<file path="src/inc/acsq_params.svh">
// constants of the converter autosequencer control block
// assumes aclk at 100 MHz and a converter clock derived from it
`ifndef ACSQ_PARAMS_SVH
`define ACSQ_PARAMS_SVH

// timing
`define ACSQ_CLK_MHZ      100
`define ACSQ_ADC_CLK_MHZ  25
`define ACSQ_CONV_NS      80
`define ACSQ_CONV_TICKS   ((`ACSQ_CONV_NS * `ACSQ_ADC_CLK_MHZ) / 1000)
`define ACSQ_DIV_RST      (`ACSQ_CLK_MHZ / `ACSQ_ADC_CLK_MHZ - 1)
`define ACSQ_CODE_MAX     12'hFFF

// register byte offsets; CHSEL and RESULT give only the upper address bits of their windows
`define ACSQ_OFS_CTRL     8'h00
`define ACSQ_OFS_CMD      8'h04
`define ACSQ_OFS_MAXCONV  8'h08
`define ACSQ_OFS_PRESC    8'h0C
`define ACSQ_OFS_CHSEL    4'h1
`define ACSQ_OFS_STATUS   8'h20
`define ACSQ_OFS_RESULT   2'h1

// control bits of converter_control_third
`define ACSQ_B_CASCADE    0
`define ACSQ_B_STARTSTOP  1
`define ACSQ_B_IRQALT0    2
`define ACSQ_B_EVEN0      4
`define ACSQ_B_ROUTE0     6
`define ACSQ_B_EXTREF     8

// bus responses
`define ACSQ_RESP_OKAY    2'h0
`define ACSQ_RESP_SLVERR  2'h2
`endif

</file>
<file path="src/inc/acsq_pkg.sv">
// types of the converter autosequencer control block
// assumes acsq_params.svh for all numeric constants
package acsq_pkg;
	// converter sequencing states, one-hot
	typedef enum logic [3:0] {
		CV_IDLE  = 4'h1,
		CV_ACQ   = 4'h2,
		CV_CONV  = 4'h4,
		CV_STORE = 4'h8
	} acsq_cv_t;

	// whole state of the block
	typedef struct packed {
		logic             awready, wready, bvalid, arready, rvalid;
		logic [1:0]       bresp, rresp;
		logic [31:0]      rdata;
		logic             aw_have, w_have;
		logic [7:0]       awaddr;
		logic [31:0]      wdata;
		logic [3:0]       wstrb;
		logic             halt_s1, halt_s2, cke_s1, cke_s2;
		logic [1:0]       pin_s1, pin_s2;
		logic [13:0]      raw_s1, raw_s2;
		logic [15:0]      ctrl;
		logic [7:0]       maxconv;
		logic [7:0]       presc;
		logic [15:0][3:0] chsel;
		logic [15:0][11:0] result;
		logic [1:0]       busy, tog, irq, soc_out, trip;
		logic [1:0][3:0]  ptr;
		acsq_cv_t         cv;
		logic             owner;
		logic [3:0]       slot, chan, div_cnt, cnt;
		logic             power_down, sample_hold;
	} acsq_state_t;
endpackage

</file>
<file path="src/rtl/acsq_top.sv">
// converter autosequencer control: two 8-slot or one 16-slot sequencer,
// one shared converter, sixteen results, AXI4-Lite register slave
// assumes trigger inputs are one-cycle pulses on aclk; pins are asynchronous
//
// Summary of operation
// RULE_01: results saturate to 0 and 4095
// RULE_02: conversion takes 80 ns at 25 MHz
// RULE_03: up to sixteen slots, any channel each
// RULE_04: two 8-slot sequencers or one cascaded
// RULE_05: dual mode restricts each sequencer's channel group
// RULE_06: one converter serves both sequencers serially
// RULE_07: each conversion stored in its slot's result
// RULE_08: software or either event manager triggers
// RULE_09: event manager triggers start sequencers independently
// RULE_10: interrupt every end of sequence or every second
// RULE_11: start/stop mode converts one slot per trigger
// RULE_12: acquisition window has its own prescaler
// RULE_13: registers on system clock, conversion on peripheral
// RULE_14: reset defaults registers, analog held powered down
// RULE_15: clock enable low blocks writes and conversions
// RULE_16: host waits settling time after enabling clock
// RULE_17: halt powers analog down, registers kept
// RULE_18: halt freezes conversion logic
// RULE_19: software sets external reference bit at power-up
// RULE_20: event starts routable to shared start pins
// RULE_21: cascade fills slots in order; busy ignores triggers
`include "acsq_params.svh"
`timescale 1ns/1ns
`default_nettype none

module acsq_top (
	// clock and reset
	input  wire logic        aclk,
	input  wire logic        aresetn,
	// axi4-lite write address and data
	input  wire logic        awvalid,
	output logic             awready,
	input  wire logic [7:0]  awaddr,
	input  wire logic [2:0]  awprot,
	input  wire logic        wvalid,
	output logic             wready,
	input  wire logic [31:0] wdata,
	input  wire logic [3:0]  wstrb,
	// axi4-lite write response
	output logic             bvalid,
	input  wire logic        bready,
	output logic [1:0]       bresp,
	// axi4-lite read
	input  wire logic        arvalid,
	output logic             arready,
	input  wire logic [7:0]  araddr,
	input  wire logic [2:0]  arprot,
	output logic             rvalid,
	input  wire logic        rready,
	output logic [31:0]      rdata,
	output logic [1:0]       rresp,
	// clock enable and halt pins
	input  wire logic        converter_register_clock_enable,
	input  wire logic        halt_request,
	// event manager start triggers
	input  wire logic        event_manager_first_soc,
	input  wire logic        event_manager_second_soc,
	// shared start / compare-trip pins
	input  wire logic        first_mgr_conv_start_pin_in,
	output logic             first_mgr_conv_start_pin_out,
	output logic             first_mgr_conv_start_pin_oe,
	input  wire logic        second_mgr_conv_start_pin_in,
	output logic             second_mgr_conv_start_pin_out,
	output logic             second_mgr_conv_start_pin_oe,
	output logic             timer_two_compare_trip,
	output logic             timer_four_compare_trip,
	// analog core
	input  wire logic [13:0] analog_code_raw,
	output logic             analog_power_down,
	output logic             sample_hold,
	output logic [3:0]       conv_channel,
	output logic             ext_ref_select,
	// end of sequence interrupt requests
	output logic [1:0]       end_of_sequence_irq
);
	import acsq_pkg::*;

	localparam logic [3:0] CONV_LAST = 4'(`ACSQ_CONV_TICKS - 1);
	localparam logic [3:0] DIV_RST   = 4'(`ACSQ_DIV_RST);

	acsq_state_t st;
	acsq_state_t nx;
	logic [11:0] sat_code;

	// RULE_01 clamp raw code
	// bit 13 marks a code below zero, bit 12 one above range
	assign sat_code = st.raw_s2[13] ? 12'h000 :
		(st.raw_s2[12] ? `ACSQ_CODE_MAX : st.raw_s2[11:0]);

	// byte-lane merge of a write
	function automatic logic [31:0] merge(input logic [31:0] old, nw, input logic [3:0] be);
		logic [31:0] m;
		m = {{8{be[3]}}, {8{be[2]}}, {8{be[1]}}, {8{be[0]}}};
		return (old & ~m) | (nw & m);
	endfunction

	// next-state logic of the whole block
	always_comb begin
		logic        run, do_wr, wr_hit, rd_hit, tick, g, last, casc;
		logic [31:0] wr, rd;
		logic [3:0]  cmd, base, top;
		logic [1:0]  trig;
		run    = 1'b0;
		do_wr  = 1'b0;
		wr_hit = 1'b0;
		rd_hit = 1'b0;
		tick   = 1'b0;
		g      = 1'b0;
		last   = 1'b0;
		casc   = st.ctrl[`ACSQ_B_CASCADE];
		wr     = 32'h0000_0000;
		rd     = 32'h0000_0000;
		cmd    = 4'h0;
		trig   = 2'h0;
		base   = 4'h0;
		top    = 4'h0;
		nx     = st;

		// two-flop synchronisers for pins
		nx.halt_s1 = halt_request;
		nx.halt_s2 = st.halt_s1;
		nx.cke_s1  = converter_register_clock_enable;
		nx.cke_s2  = st.cke_s1;
		nx.pin_s1  = {second_mgr_conv_start_pin_in, first_mgr_conv_start_pin_in};
		nx.pin_s2  = st.pin_s1;
		nx.raw_s1  = analog_code_raw;
		nx.raw_s2  = st.raw_s1;

		// RULE_13 peripheral clock gated
		run = st.cke_s2 && !st.halt_s2;
		// RULE_17 analog powered only when enabled
		nx.power_down = !run;
		nx.irq = 2'h0;

		// RULE_20 route starts to pins
		nx.soc_out = {event_manager_second_soc, event_manager_first_soc};
		nx.trip[0] = st.ctrl[`ACSQ_B_ROUTE0] ? 1'b0 : st.pin_s2[0];
		nx.trip[1] = st.ctrl[`ACSQ_B_ROUTE0 + 1] ? 1'b0 : st.pin_s2[1];

		// write address and data are taken in either order
		if (awvalid && st.awready) begin
			nx.aw_have = 1'b1;
			nx.awaddr  = awaddr;
		end
		if (wvalid && st.wready) begin
			nx.w_have = 1'b1;
			nx.wdata  = wdata;
			nx.wstrb  = wstrb;
		end
		do_wr  = st.aw_have && st.w_have && !st.bvalid;
		wr_hit = (st.awaddr == `ACSQ_OFS_CTRL) || (st.awaddr == `ACSQ_OFS_CMD) ||
			(st.awaddr == `ACSQ_OFS_MAXCONV) || (st.awaddr == `ACSQ_OFS_PRESC) ||
			(st.awaddr[7:4] == `ACSQ_OFS_CHSEL && st.awaddr[1:0] == 2'h0);
		if (do_wr) begin
			nx.aw_have = 1'b0;
			nx.w_have  = 1'b0;
			nx.bvalid  = 1'b1;
			nx.bresp   = wr_hit ? `ACSQ_RESP_OKAY : `ACSQ_RESP_SLVERR;
		end
		if (st.bvalid && bready) begin
			nx.bvalid = 1'b0;
		end
		nx.awready = !nx.aw_have && !nx.bvalid;
		nx.wready  = !nx.w_have && !nx.bvalid;

		// RULE_15 writes land only while enabled
		if (do_wr && st.cke_s2) begin
			if (st.awaddr == `ACSQ_OFS_CTRL) begin
				wr = merge({16'h0000, st.ctrl}, st.wdata, st.wstrb);
				nx.ctrl = {7'h00, wr[8:0]};
			end else if (st.awaddr == `ACSQ_OFS_CMD) begin
				cmd = st.wstrb[0] ? st.wdata[3:0] : 4'h0;
			end else if (st.awaddr == `ACSQ_OFS_MAXCONV) begin
				wr = merge({24'h000000, st.maxconv}, st.wdata, st.wstrb);
				nx.maxconv = {1'b0, wr[6:0]};
			end else if (st.awaddr == `ACSQ_OFS_PRESC) begin
				wr = merge({24'h000000, st.presc}, st.wdata, st.wstrb);
				nx.presc = wr[7:0];
			end else if (st.awaddr[7:4] == `ACSQ_OFS_CHSEL) begin
				wr = merge({16'h0000, st.chsel[{st.awaddr[3:2], 2'h3}],
					st.chsel[{st.awaddr[3:2], 2'h2}], st.chsel[{st.awaddr[3:2], 2'h1}],
					st.chsel[{st.awaddr[3:2], 2'h0}]},
					{16'h0000, st.wdata[15:0]}, st.wstrb);
				for (int k = 0; k < 4; k++) begin
					nx.chsel[{st.awaddr[3:2], 2'(k)}] = wr[4*k +: 4];
				end
			end
		end

		// read decode; status and results read in any state
		if (araddr == `ACSQ_OFS_CTRL) begin
			rd = {16'h0000, st.ctrl};
			rd_hit = 1'b1;
		end else if (araddr == `ACSQ_OFS_CMD) begin
			rd_hit = 1'b1;
		end else if (araddr == `ACSQ_OFS_MAXCONV) begin
			rd = {24'h000000, st.maxconv};
			rd_hit = 1'b1;
		end else if (araddr == `ACSQ_OFS_PRESC) begin
			rd = {24'h000000, st.presc};
			rd_hit = 1'b1;
		end else if (araddr[7:4] == `ACSQ_OFS_CHSEL && araddr[1:0] == 2'h0) begin
			rd = {16'h0000, st.chsel[{araddr[3:2], 2'h3}], st.chsel[{araddr[3:2], 2'h2}],
				st.chsel[{araddr[3:2], 2'h1}], st.chsel[{araddr[3:2], 2'h0}]};
			rd_hit = 1'b1;
		end else if (araddr == `ACSQ_OFS_STATUS) begin
			rd = {12'h000, st.ptr[1], st.ptr[0], st.chan, st.cv, st.owner, st.busy,
				st.power_down};
			rd_hit = 1'b1;
		end else if (araddr[7:6] == `ACSQ_OFS_RESULT && araddr[1:0] == 2'h0) begin
			rd = {20'h00000, st.result[araddr[5:2]]};
			rd_hit = 1'b1;
		end
		if (arvalid && st.arready) begin
			nx.arready = 1'b0;
			nx.rvalid  = 1'b1;
			nx.rdata   = rd;
			nx.rresp   = rd_hit ? `ACSQ_RESP_OKAY : `ACSQ_RESP_SLVERR;
		end
		if (st.rvalid && rready) begin
			nx.rvalid  = 1'b0;
			nx.arready = 1'b1;
		end

		// RULE_08 trigger sources
		// RULE_09 independent in dual mode
		trig[0] = cmd[0] || (st.ctrl[`ACSQ_B_EVEN0] && event_manager_first_soc) ||
			(casc && st.ctrl[`ACSQ_B_EVEN0 + 1] && event_manager_second_soc);
		trig[1] = !casc && (cmd[1] ||
			(st.ctrl[`ACSQ_B_EVEN0 + 1] && event_manager_second_soc));
		for (int i = 0; i < 2; i++) begin
			// idle pointer reset by command
			if (cmd[2 + i] && !st.busy[i]) begin
				nx.ptr[i] = (i == 1) ? 4'h8 : 4'h0;
			end
			// RULE_21 busy sequencer ignores trigger
			if (run && trig[i] && !st.busy[i]) begin
				nx.busy[i] = 1'b1;
			end
		end

		// RULE_18 whole converter path frozen unless running
		if (run) begin
			// RULE_02 converter clock prescaler
			tick = (st.div_cnt == 4'h0);
			nx.div_cnt = tick ? st.presc[3:0] : st.div_cnt - 4'h1;
			case (st.cv)
				CV_IDLE: begin
					// RULE_06 seq zero wins ties
					if (st.busy[0] || st.busy[1]) begin
						g = !st.busy[0];
						nx.owner = g;
						nx.slot  = st.ptr[g];
						// RULE_05 dual mode channel group
						// RULE_03 any of sixteen channels
						nx.chan = casc ? st.chsel[st.ptr[g]] : {g, st.chsel[st.ptr[g]][2:0]};
						nx.cv = CV_ACQ;
						// RULE_12 acquisition window count
						nx.cnt = st.presc[7:4];
						nx.div_cnt = st.presc[3:0];
						nx.sample_hold = 1'b1;
					end
				end
				CV_ACQ: begin
					if (tick) begin
						if (st.cnt == 4'h0) begin
							nx.cv = CV_CONV;
							nx.cnt = CONV_LAST;
							nx.div_cnt = st.presc[3:0];
							nx.sample_hold = 1'b0;
						end else begin
							nx.cnt = st.cnt - 4'h1;
						end
					end
				end
				CV_CONV: begin
					if (tick) begin
						if (st.cnt == 4'h0) begin
							nx.cv = CV_STORE;
						end else begin
							nx.cnt = st.cnt - 4'h1;
						end
					end
				end
				CV_STORE: begin
					// RULE_07 result by slot
					nx.result[st.slot] = sat_code;
					g = st.owner;
					// RULE_04 slot range per mode
					base = g ? 4'h8 : 4'h0;
					top = casc ? st.maxconv[3:0] : base | {1'b0, st.maxconv[4*g +: 3]};
					last = (st.ptr[g] == top) || (st.ptr[g] == 4'hF);
					if (last) begin
						nx.ptr[g] = base;
						nx.busy[g] = 1'b0;
						nx.tog[g] = !st.tog[g];
						// RULE_10 every or every other
						nx.irq[g] = !st.ctrl[`ACSQ_B_IRQALT0 + 32'(g)] || st.tog[g];
					end else begin
						// RULE_21 slots advance in order
						nx.ptr[g] = st.ptr[g] + 4'h1;
						// RULE_11 start/stop pauses
						nx.busy[g] = !st.ctrl[`ACSQ_B_STARTSTOP];
					end
					nx.cv = CV_IDLE;
				end
				default: begin
					nx.cv = CV_IDLE;
				end
			endcase
		end
	end

	// state register; RULE_14 every field to default
	always_ff @(posedge aclk) begin
		if (!aresetn) begin
			st            <= '0;
			st.awready    <= 1'b1;
			st.wready     <= 1'b1;
			st.arready    <= 1'b1;
			st.presc      <= {4'h0, DIV_RST};
			st.ptr[1]     <= 4'h8;
			st.cv         <= CV_IDLE;
			st.power_down <= 1'b1;
		end else begin
			st <= nx;
		end
	end

	// outputs straight from the state register
	assign awready  = st.awready;
	assign wready   = st.wready;
	assign bvalid   = st.bvalid;
	assign bresp    = st.bresp;
	assign arready  = st.arready;
	assign rvalid   = st.rvalid;
	assign rdata    = st.rdata;
	assign rresp    = st.rresp;
	assign first_mgr_conv_start_pin_out  = st.soc_out[0];
	assign first_mgr_conv_start_pin_oe   = st.ctrl[`ACSQ_B_ROUTE0];
	assign second_mgr_conv_start_pin_out = st.soc_out[1];
	assign second_mgr_conv_start_pin_oe  = st.ctrl[`ACSQ_B_ROUTE0 + 1];
	assign timer_two_compare_trip  = st.trip[0];
	assign timer_four_compare_trip = st.trip[1];
	assign analog_power_down   = st.power_down;
	assign sample_hold         = st.sample_hold;
	assign conv_channel        = st.chan;
	assign ext_ref_select      = st.ctrl[`ACSQ_B_EXTREF];
	assign end_of_sequence_irq = st.irq;
endmodule

`default_nettype wire

</file>
<file path="config.mk">
export PLATFORM = sky130hd
export DESIGN_NAME = acsq_top
export DESIGN_NICKNAME = d
export VERILOG_FILES = /design/src/inc/acsq_pkg.sv /design/src/rtl/acsq_top.sv
export VERILOG_INCLUDE_DIRS = /design/src /design/src/inc
export SDC_FILE = /design/constraint.sdc
export NUM_CORES = 1
export LEC_CHECK = 0
export ABC_CLOCK_PERIOD_IN_PS = 2000
export BUFFER_PORTS_ARGS = -buffer_cell sky130_fd_sc_hd__buf_2
export CORE_ASPECT_RATIO = 1.5
export CORE_MARGIN = 2
export CORE_UTILIZATION = 25
export DETAILED_ROUTE_END_ITERATION = 8
export GPL_TIMING_DRIVEN = 0
export PLACE_DENSITY = 0.51
export SLEW_MARGIN = 20
export SYNTH_ARGS = -nofsm -noshare
export SYNTH_HDL_FRONTEND = slang
export SYNTH_SLANG_ARGS = --single-unit
</file>
<file path="constraint.sdc">
create_clock -name aclk -period 2 [get_ports aclk]
set_clock_uncertainty 0.05 [all_clocks]
set_input_delay 0.3 -clock aclk [delete_from_list [all_inputs] [get_ports aclk]]
set_output_delay 0.3 -clock aclk [all_outputs]
set_load 0.01 [all_outputs]
</file>
## After elaboration in Yosys (flattened, before gate mapping)

Cells that the tools add are included.

- Flip-flop bits (word level): 426
- Output and inout bits: 56
- Logic and storage cells: 325

- $add $sub $neg: 4
- Magnitude comparators: 20
- Eq/ne operators: 22
- Shifts and indexed selects: 1
- Multiplexer cells: 111
- Bitwise operators: 20
- Reductions and logical operators: 75

Operators by type and width:

| cell | count |
|---|---|
| 64-bit bitwise mux | 4 |
| 192-bit bitwise mux | 1 |
| 4-bit 2-to-1 mux | 37 |
| 20-bit 2-to-1 mux | 6 |
| 4-bit binary-select mux with 2-bit select | 8 |
| 12-bit 2-to-1 mux | 5 |
| 4-bit by 5-bit less-than comparator with 1-bit output, second input constant | 11 |
| 12-bit binary-select mux with 4-bit select | 1 |
| 12-bit demux with 4-bit select | 1 |
| 16-bit AND | 2 |
| 4-bit demux with 2-bit select | 4 |
| 8-bit by 4-bit equality test with 1-bit output, second input constant | 4 |
| 1-bit logical AND | 31 |
| 29-bit 2-to-1 mux | 1 |
| 8-bit 2-to-1 mux | 3 |
| 4-bit case mux with 3 select lines | 2 |
| 21-bit 2-to-1 mux | 1 |
| 4-bit by 1-bit >= comparator with 1-bit output, second input constant | 5 |
| 1-bit 2-to-1 mux | 20 |
| 9-bit AND | 2 |
| 6-bit AND reduction | 3 |
| 4-bit binary-select mux with 4-bit select | 1 |
| 8-bit bitwise mux | 2 |
| 8-bit by 3-bit equality test with 1-bit output, second input constant | 2 |
| 47 further kinds | 96 |

## Longest topological paths before layout

Gate-level depths: netlist (run 1).

- Word-level depth: 13
- Mapped depth: 9

## Worst setup path before layout (run 1)

Ideal clock, no wire load.

- Path type: register -> register
- Start: register st[18] (netlist bit)
- End: register st[40] (netlist bit)
- Arrival time: 2104 ps
- Setup slack: -213 ps
- Stages on the path, launching flop included: 10
- Cells stage by stage: dfxtp_1 clkbuf_1 clkbuf_1 mux2_2 ha_1 nand2_1 o21ai_1 buf_2 o32ai_1 o31a_1

- Longest elaborated chain between the ends: 9

RTL lines:

| item | RTL line | source |
|---|---|---|
| from (decl) | acsq_top.sv:86 | `acsq_state_t st;` |
| from (signal assigned) | acsq_top.sv:331 | `st <= nx;` |
| parallel branches: the longest is 6 deep, another holds 8-bit by 4-bit variable part select with 3-bit output | - |  |
| 2-bit 2-to-1 mux (*) | acsq_top.sv:298 | `if (last) begin` |
| 6-bit 2-to-1 mux (*) | acsq_top.sv:252 | `case (st.cv)` |
| 6-bit 2-to-1 mux (*) | acsq_top.sv:248 | `if (run) begin` |

Every way passes the cells marked *. The select of a mux whose other input is x is not followed.
A chain may end at the register's enable or synchronous reset.

## Worst setup path after layout (run 1)

- Start: register st[19] (netlist bit)
- End: register st[81] (netlist bit)

- Longest elaborated chain between the ends: 2

RTL lines:

| item | RTL line |
|---|---|
| 4-bit equality test | acsq_top.sv:252 |
| 2-bit AND reduction (no line) | - |

No other way between the ends.

==> impl_metrics.toml, run 1 <==
[routing]
wl_per_cell_um = 23.0
ant_nets = 0
vias = 16600
drc_errors = 0
vias_per_cell = 4.97
drt_iter0_markers = 1122
first_pass_iters = 7
drt-total-wl_um = 76800

[sta]
tns_ps = -15460
setup_ws_ps = -189
max_freq_mhz = 457
setup_violations = 200
worst_pin_slew_ps = 1190
hold_viol_final = 0
relSlewSlack_pct = 20.6
hold_ws_ps = 85.1
rsz0062_at_grt = "yes"
post-route-period-util_pct = 109
fin_crit_ps = 2190
finalMaxSlewViolations = 0

[worst_setup_path]
reg2reg_depth = 9
crit_path_cell_trace = "buf_6 > nor4b_4 > buf_4 > nand4_1 > buf_6 > nor3_4 > clkbuf_16 > mux2i_1 > nor2_1"
cp_slowest_cell = "nor3_4"
crit_top_cell = "buf_6"
endpoint_kind = "flop"
critPathArrivalTime_ps = 2600
worstPathRequired_ps = 2410
crit_path_max_fanout = 5
r2r_slack_ps = -190
rr_startpoint = "st[19]$_SDFFE_PN1P_"
critical_path_class = "flop to flop"
r2r_end = "st[81]$_SDFFE_PN0P_"
startpoint_type = "flop"
cpPeakStageDelay_ps = 340

[worst_hold_path]
hold_class = "input port to flop"
min-delay-start = "araddr[1]"
whs_path_depth = 3
min_to = "rresp[1]$_SDFFE_PN0P_"

[die]
core_sq_um = 76200
start_util_pct = 25.3
fp-row-count = 124
ios = 141
die_h_um = 344
die_x_um = 231
die_area_sq_um = 79300

[layout]
finalNetCount = 2395
drive_above_1_share_pct = 30.3
multi_input_area_sq_um = 11000
antennaDiodeCount = 0
area_growth_pct = 34.1
final-instance-count-excl-fill = 3347
regArea_sq_um = 8270
fillCellCount = 7663

[synthesis]
syn_avg_cell_area_sq_um = 9.65
synthFlopType = "dfxtp_1"
synth_top_area_cell = "dfxtp_1"
synthesis.area_sq_um = 19300
synth_seq_area_share_pct = 42.8
ys_types = 73
ys_seq_elements = 412
synthArstFlopShare_pct = 0
ys_top_cells_by_area = "dfxtp_1 (43%), mux2i_1 (15%), mux4_2 (8.2%)"
syn_inst = 1995
yosys_warnings = 0
yosys.area.top_type_share_pct = 42.8
synth-edff-count = 0

[pwr]
p_leak_nw = 10.0
powerDensity_nw_per_um2 = 708
ir_drop_uv = 496
finalPower_mw = 18.3

[cts]
clock_latency_ps = 600
clockBufferDepth = 3
numCtsBuffers = 43
cts_max_level = 2
clock-root-buffer = "clkbuf_16"
cts_tree = "yes"
clock_sinks = 412
cts.reportedPaths.clkPinSlew_ps = 70

[placed_design]
post-place-ws_ps = -1000
io_buffers = 100
gp_congestion = 0.949
dp_hpwl_um = 55000
post-place-cells = 3117

[global_route]
grt_pass1_vias = 16800
antenna_found_initial = 0
grt_remaining_overflow = 0
grt_pass1_wl_um = 110000
grt_max_degree = 15
grt_usage_pct = 18.6

[flow_run]
cap_violations = 0

[outcome]
status = "finished, violations left"
violations = "negative setup slack"
logic make-up after synthesis:
family | after synthesis | synth area share (%)
simple gates | 685 | 16.3
flops | 412 | 42.8
mux | 366 | 23.6
compound gates | 307 | 10.8
buf+inv | 213 | 5.92
xor+xnor | 7 | 0.318
fa+ha+maj | 4 | 0.260
other cells | 1 | 0.0195
what timing repair did:
item | CTS | global route
hold buffers | 49 | 0
gates cloned | 10 | 6
pin swaps | 44 | 76
setup endpoints to repair | 324 | 285
hold endpoints to repair | 49 | 0
setup buffers | 52 | 47
resized for setup | 283 | 194
worst max path at each step:
stage,start,end
detailed placement,st[361]$_SDFF_PN0_,st[108]$_SDFFE_PN0P_
global route,st[19]$_SDFFE_PN1P_,st[171]$_SDFFE_PN0P_
CTS,st[19]$_SDFFE_PN1P_,st[214]$_SDFFE_PN0P_
global placement,st[403]$_SDFFE_PN0P_,st[39]$_SDFF_PN0_
floorplan,st[18]$_SDFFE_PN0P_,st[40]$_SDFF_PN0_
finish,st[19]$_SDFFE_PN1P_,st[81]$_SDFFE_PN0P_
synth_stat cells, types with 5 or more instances:
master / instances
o21ai_0: 38
mux2i_1: 290
o22ai_1: 7
mux4_2: 70
buf_1: 5
buf_4: 56
nor2b_1: 18
nand3_1: 45
buf_6: 7
a21o_1: 5
a32oi_1: 13
buf_2: 44
nand2b_1: 23
nor2_1: 355
inv_1: 13
a211oi_1: 86
a22oi_1: 22
mux2_2: 6
xor2_1: 7
a22o_1: 6
nand2_1: 138
and2_1: 48
a221oi_1: 6
nor3_1: 7
a21oi_1: 91
dfxtp_1: 412
clkbuf_1: 85
cell type report:
type | instances | area share (%)
Sequential cell | 412 | 32.1
Tap cell | 1008 | 4.89
Multi-Input combinational cell | 1383 | 42.5
Timing Repair Buffer | 262 | 8.79
Clock buffer | 62 | 4.87
Inverter | 14 | 0.204
Clock inverter | 16 | 0.809
Buffer | 190 | 5.92
cells in the final DEF (no fill, tap or decap), drive strengths merged, types with 4 or more instances in the layout:
cell type,netlist,routed
inv,13,15
mux2,6,6
a221oi,9,9
dfxtp,412,412
nor3,12,12
a21o,6,6
nor2b,18,18
a22oi,22,22
and3,4,4
clkinv,1,9
and2,48,48
nand3,45,45
a21oi,91,91
nand2,139,139
a22o,6,6
o31ai,4,4
mux2i,290,290
mux4,70,70
clkbuf,85,143
nor2,359,359
or3b,4,4
dlygate4sd3,0,49
o21ai,39,39
nand2b,23,23
conb,1,14
xor2,7,7
nor3b,5,5
a211oi,86,86
nor4b,5,5
a32oi,13,13
buf,114,321
ha,4,4
nor4,6,6
o22ai,7,7
state kept, by name, indices dropped and copies added (netlist names), 2 cells and up, named ones only:
name and count:
conv_channel 4, end_of_sequence_irq 2, nx 18, rdata 20
st 331
routing by layer:
layer	vias to the layer above	global-route usage (%)	wire length, um
met4	0	11.9	5710
met2	653	34.7	39500
met3	229	3.07	4460
met1	8108	19.3	27100
li1	7631	-	-
met5	-	0	0
metrics by stage:
stage	instance area (sq um)	utilization, %
6_report	25800	33.9
5_1_grt	25800	33.9
4_1_cts	24700	32.4
3_5_place_dp	21100	27.7
3_3_place_gp	21100	27.7
2_1_floorplan	19300	-
critical path: cells and delay by family (launching register included):
kind | cells | cell delay, ps
and+or+nand+nor | 4 | 770
buffers and inverters | 4 | 720
DFF | 1 | 320
muxes | 1 | 180
where the power goes:
| part | switching, mW | internal, mW | leakage [nW] |
|---|---|---|---|
| Combinational | 0.887 | 0.479 | 5.98 |
| Clock | 3.65 | 4.80 | 0.714 |
| Sequential | 0.143 | 8.31 | 3.34 |
No activity file was read; power rests on OpenSTA's default activity.
==> inputs of run 2 (changes only) <==
--- a/config.mk
+++ b/config.mk
@@ -8,12 +8,14 @@
 export LEC_CHECK = 0
 export ABC_CLOCK_PERIOD_IN_PS = 2000
 export BUFFER_PORTS_ARGS = -buffer_cell sky130_fd_sc_hd__buf_2
+export CELL_PAD_IN_SITES_DETAIL_PLACEMENT = 1
+export CELL_PAD_IN_SITES_GLOBAL_PLACEMENT = 1
 export CORE_ASPECT_RATIO = 1.5
 export CORE_MARGIN = 2
 export CORE_UTILIZATION = 25
 export DETAILED_ROUTE_END_ITERATION = 8
 export GPL_TIMING_DRIVEN = 0
-export PLACE_DENSITY = 0.51
+export PLACE_DENSITY = 0.59
 export SLEW_MARGIN = 20
 export SYNTH_ARGS = -nofsm -noshare
 export SYNTH_HDL_FRONTEND = slang
==> impl_metrics.toml, run 2 (same netlist as run 1, synthesis figures left out) <==
[global_route]
antenna_found_initial = 0
grt_max_degree = 14
grt_pass1_wl_um = 123000
grt_pass1_vias = 18400
grt_remaining_overflow = 0
grt_usage_pct = 21.1

[cts]
clock_latency_ps = 610
numCtsBuffers = 43
clockBufferDepth = 3
cts_tree = "yes"
cts.reportedPaths.clkPinSlew_ps = 60
cts_max_level = 2
clock_sinks = 412
clock-root-buffer = "clkbuf_16"

[worst_setup_path]
endpoint_kind = "flop"
rr_startpoint = "st[19]$_SDFFE_PN1P_"
crit_top_cell = "buf_6"
r2r_end = "st[26]$_SDFF_PN0_"
worstSetupStartpoint = "st[19]$_SDFFE_PN1P_"
path_depth = 7
worstPathRequired_ps = 2440
cp_slowest_cell = "or4b_4"
critical_path_class = "flop to flop"
cpPeakStageDelay_ps = 560
cp.buffers_inverters = 3
r2r_slack_ps = -230
crit_path_max_fanout = 5
crit_path_cell_trace = "buf_6 > or4b_4 > buf_4 > buf_6 > or3_4 > o311a_4 > a22o_1"
path_delay_family = "simple AND/OR/NAND/NOR gates"
crit_end = "st[26]$_SDFF_PN0_"
critPathArrivalTime_ps = 2680
reg2reg_depth = 7
startpoint_type = "flop"

[pwr]
p_leak_nw = 10.4
finalPower_mw = 18.2
powerDensity_nw_per_um2 = 682
ir_drop_uv = 505

[sta]
fin_crit_ps = 2230
rsz0062_at_grt = "yes"
hold_viol_final = 0
setup_ws_ps = -235
finalMaxSlewViolations = 0
tns_ps = -26360
max_freq_mhz = 447
relSlewSlack_pct = 19.2
setup_violations = 287
worst_pin_slew_ps = 1210
post-route-period-util_pct = 112

[die]
core_sq_um = 76200
ios = 141
die_area_sq_um = 79300
die_h_um = 344
die_x_um = 231
start_util_pct = 25.3
fp-row-count = 124

[layout]
largest_register_ffs = 331
largest-register = "st"
finalNetCount = 2415
antennaDiodeCount = 0
fillCellCount = 8411
drive_above_1_share_pct = 33.6
area_growth_pct = 38.9
final-instance-count-excl-fill = 3364
final_cell_mix = "dfxtp_1 (399), nor2_1 (303), mux2i_1 (258), nand2_1 (124), buf_2 (113)"
regArea_sq_um = 8270
final_common_cell = "dfxtp_1"
multi_input_area_sq_um = 11400

[outcome]
status = "finished, violations left"
violations = "negative setup slack"

[placed_design]
gp_congestion = 0.933
io_buffers = 100
post-place-cells = 3117
dp_hpwl_um = 59900

[routing]
drt-total-wl_um = 86800
drc_errors = 0
ant_nets = 0
vias_per_cell = 5.12
vias = 17200
first_pass_iters = 5
drt_iter0_markers = 922
wl_per_cell_um = 25.8

[worst_hold_path]
hold_class = "input port to flop"

[flow_run]
cap_violations = 0
==> run 2: what timing repair did <==
action,in CTS,in global routing
endpoints found under the setup margin,327,320
hold buffers,49,0
setup buffers,84,26
hold endpoints to repair,49,0
pin swaps,101,66
gates resized for setup,412,183
cloned,22,6
==> run 2: cell type report <==
type	count	share of cell area (%)
inverters	14	0.197
flip-flops and latches	412	30.9
clock inverters	20	0.898
plain buffers	190	6.06
well taps	1008	4.72
clock buffers	55	4.38
multi-input cells	1383	42.5
repair buffers	282	10.4
==> run 2: metal layers <==
layer	vias to the layer above	share of wire (%)	GRT usage (%)
met1	8732	35	21.9
met5	-	0	0
met2	569	53	39.3
met3	250	4.5	2.88
li1	7683	-	-
met4	0	7.4	14.2
==> run 2: worst register-to-register path: stages, from the launching register on <==
cell and delay, ps:
dfxtp_2 320, buf_6 130, or4b_4 560, buf_4 160, buf_6 110, or3_4 380, o311a_4 160, a22o_1 240
==> run 2: worst min-delay path by stage <==
stage | startpoint | to | slack, ps | cells after the start
3_3_place_gp | st[357]$_SDFF_PN0_ | timer_two_compare_trip$_SDFF_PP0_ | 360 | 2
5_1_grt | araddr[6] | rresp[1]$_SDFFE_PN0P_ | 80 | 3
4_1_cts | araddr[6] | rresp[1]$_SDFFE_PN0P_ | 50 | 3
3_5_place_dp | st[357]$_SDFF_PN0_ | timer_two_compare_trip$_SDFF_PP0_ | 370 | 2
6_report | araddr[6] | rresp[1]$_SDFFE_PN0P_ | 100 | 3
2_1_floorplan | st[358]$_SDFF_PN0_ | timer_four_compare_trip$_SDFF_PP0_ | 350 | 2
==> run 2: through the flow <==
stage | hold WS (ps) | setup slack (ps) | area (sq um) | util [%]
finish | 97.6 | -235 | 26700 | 35.1
global route | 82.1 | -297 | 26700 | 35.1
CTS | 45.1 | -209 | 25700 | 33.8
detailed placement | 371 | -1140 | 21100 | 27.7
global placement | 359 | -1280 | 21100 | 27.7
floorplan | 354 | 1.09 | 19300 | -
==> run 2: power by group <==
part | switching (mW) | internal, mW | leakage [nW] | total [mW]
combinational | 0.953 | 0.485 | 6.32 | 1.44
clock | 3.65 | 4.68 | 0.701 | 8.34
sequential | 0.144 | 8.31 | 3.34 | 8.45
==> inputs of run 3 (changes only) <==
--- a/config.mk
+++ b/config.mk
@@ -6,7 +6,8 @@
 export SDC_FILE = /design/constraint.sdc
 export NUM_CORES = 1
 export LEC_CHECK = 0
-export ABC_CLOCK_PERIOD_IN_PS = 2000
+export ABC_AREA = 1
+export ABC_CLOCK_PERIOD_IN_PS = 1900
 export BUFFER_PORTS_ARGS = -buffer_cell sky130_fd_sc_hd__buf_2
 export CELL_PAD_IN_SITES_DETAIL_PLACEMENT = 1
 export CELL_PAD_IN_SITES_GLOBAL_PLACEMENT = 1
@@ -15,7 +16,7 @@
 export CORE_UTILIZATION = 25
 export DETAILED_ROUTE_END_ITERATION = 8
 export GPL_TIMING_DRIVEN = 0
-export PLACE_DENSITY = 0.59
+export PLACE_DENSITY = 0.62
 export SLEW_MARGIN = 20
 export SYNTH_ARGS = -nofsm -noshare
 export SYNTH_HDL_FRONTEND = slang
==> constraint.sdc (replaced) <==
create_clock -name aclk -period 1.9 [get_ports aclk]
set_clock_uncertainty 0.05 [all_clocks]
set_input_delay 0.285 -clock aclk [delete_from_list [all_inputs] [get_ports aclk]]
set_output_delay 0.285 -clock aclk [all_outputs]
set_load 0.01 [all_outputs]
==> impl_metrics.toml, run 3 <==
[synthesis]
synth_top_area_cell = "dfxtp_1"
ys_seq_elements = 412
syn_avg_cell_area_sq_um = 7.13
synthFlopType = "dfxtp_1"
yosys.area.top_type_share_pct = 44.2
ys_top_cells_by_area = "dfxtp_1 (44%), nand2_1 (12%), o21ai_0 (11%)"
synthArstFlopShare_pct = 0
yosys_warnings = 0
synth_most_common_cell = "nand2_1"
synth-edff-count = 0
synth_seq_area_share_pct = 44.2
syn_inst = 2615
ys_types = 46
yosys-top-cells-count = "nand2_1 (574), dfxtp_1 (412), o21ai_0 (392)"
synthesis.area_sq_um = 18700

[routing]
ant_nets = 0
drt_iter0_markers = 1049
drt-total-wl_um = 92000
vias_per_cell = 5.06
vias = 19900
first_pass_iters = 6
drc_errors = 0
wl_per_cell_um = 23.3

[die]
core_sq_um = 73900
die_x_um = 227
die_area_sq_um = 76900
start_util_pct = 25.3
fp-row-count = 122
die_h_um = 339
ios = 141

[sta]
worst_pin_slew_ps = 1160
rsz0062_at_grt = "yes"
setup_ws_ps = -79.0
finalMaxSlewViolations = 0
setup_violations = 26
fin_crit_ps = 1980
relSlewSlack_pct = 22.7
max_freq_mhz = 505
tns_ps = -840
post-route-period-util_pct = 104
hold_viol_final = 0

[global_route]
groute.layer.met3.usage_pct = 2.27
grt_pass1_wl_um = 132000
use_met2_pct = 43.5
met1_usage_pct = 23.7
grt_remaining_overflow = 0
grt_max_degree = 15
antenna_found_initial = 2
grt_usage_pct = 23.2
top_usage_layer = "met2"
grt_pass1_vias = 20300

[worst_setup_path]
startpoint_type = "flop"
worstPathRequired_ps = 2340
reg2reg_depth = 12
crit_path_max_fanout = 8
critical_path_class = "flop to flop"
endpoint_kind = "flop"
critPathArrivalTime_ps = 2420

[layout]
final_cell_mix = "nand2_1 (560), dfxtp_1 (402), a21oi_1 (356), o21ai_0 (276), inv_1 (232)"
final_common_cell = "nand2_1"
drive_above_1_share_pct = 22.0
largest_register_ffs = 331
area_growth_pct = 33.4
postLayoutCoreUtil_pct = 33.7
antennaDiodeCount = 0
finalNetCount = 3007
largest-register = "st"
final_cell_area_sq_um = 24900

[cts]
clock_sinks = 412
numCtsBuffers = 43
cts_max_level = 2
clockBufferDepth = 3
clock_latency_ps = 570
cts_tree = "yes"
cts.reportedPaths.clkPinSlew_ps = 60
clock-root-buffer = "clkbuf_16"

[worst_hold_path]
hold_class = "input port to flop"
whs_path_depth = 4

[outcome]
status = "finished, violations left"
violations = "negative setup slack"

[placed_design]
dpl_cell_area_sq_um = 20500
io_buffers = 100
dp_hpwl_um = 67000
gp_congestion = 0.931

[pwr]
powerDensity_nw_per_um2 = 810
p_leak_nw = 10.4
ir_drop_uv = 511

[flow_run]
cap_violations = 0
## run 3: cell count changes after synthesis, moves of 20 or more
cell      delta
mux4_2      -70
a21oi_1    +284
o22ai_1     +42
o21ai_0    +354
nor2_1     -253
clkbuf_1    +28
and2_1      -47
nand2_1    +436
a211oi_1    -79
mux2i_1    -288
nand2b_1    -23
o211ai_1    +20
inv_1      +239
## run 3: logic make-up after synthesis
logic type	count (synthesis)	synth area share (%)
AO/OA/AOI/OAI	938	27.0
AND/OR/NAND/NOR	783	17.4
buffers and inverters	470	10.7
flip-flops	412	44.2
XOR/XNOR	5	0.235
adder cells (fa/ha/maj)	4	0.268
multiplexers	2	0.107
other	1	0.0201
## run 3: area by class of cell
cell class | count | area, sq um
fillers | 9093 | 49000
multi-input cells | 1748 | 9310
flip-flops and latches | 412 | 8270
repair buffers | 243 | 1990
plain buffers | 206 | 1480
clock buffers | 56 | 1260
well taps | 992 | 1240
inverters | 264 | 1040
clock inverters | 18 | 290
## run 3: report_power, final
part,internal [mW],leakage [nW],switching [mW]
sequential,8.76,3.34,0.114
clock,5.72,0.774,3.82
combinational,0.487,6.24,1.26
## run 3: path summary, 6_finish.rpt
| kind | slack [ps] | endpoint | from |
|---|---|---|---|
| max | -80 | st[107]$_SDFFE_PN0P_ | st[20]$_SDFFE_PN0P_ |
| min | 50 | st[405]$_SDFFE_PN0P_ | awvalid |
| max reg2reg | -80 | st[107]$_SDFFE_PN0P_ | st[20]$_SDFFE_PN0P_ |
| min reg2reg | 360 | st[331]$_SDFF_PN0_ | nx[331]$_SDFF_PN0_ |
## run 3: critical path, stage by stage, from the launching register on
cell and delay [ps]:
dfxtp_4 360, inv_4 60, nand2_4 50, nor3_4 140, buf_12 140, nand2_8 70, buf_12 130, nor2_4 130
clkinv_4 110, nor2_4 250, buf_6 200, o21ai_1 60, a21oi_1 130
## run 3: metal layers
layer | routed length, um | share of wire [%] | up-vias
met3 | 3240 | 3.5 | 307
met1 | 33000 | 36 | 9748
met5 | 32 | 0.035 | -
met2 | 47900 | 52 | 597
met4 | 7800 | 8.5 | 4
li1 | - | - | 9293
## run 3: what timing repair did
action,4_1_cts,5_1_grt
setup buffers,49,32
resized for setup,359,257
setup endpoints to repair,383,297
pin swaps,19,29
hold endpoints to repair,49,0
cloned,12,5
hold buffers,48,0
## run 3: through the flow
step	total power, mW	setup slack [ps]	hold WS, ps	cells
2_1_floorplan	9.79	217	328	2628
3_3_place_gp	10.6	-1170	344	3720
3_5_place_dp	10.6	-1200	352	3721
4_1_cts	20.2	-129	42.6	3903
5_1_grt	20.7	-140	112	3939
6_report	20.2	-79.0	54.2	3939
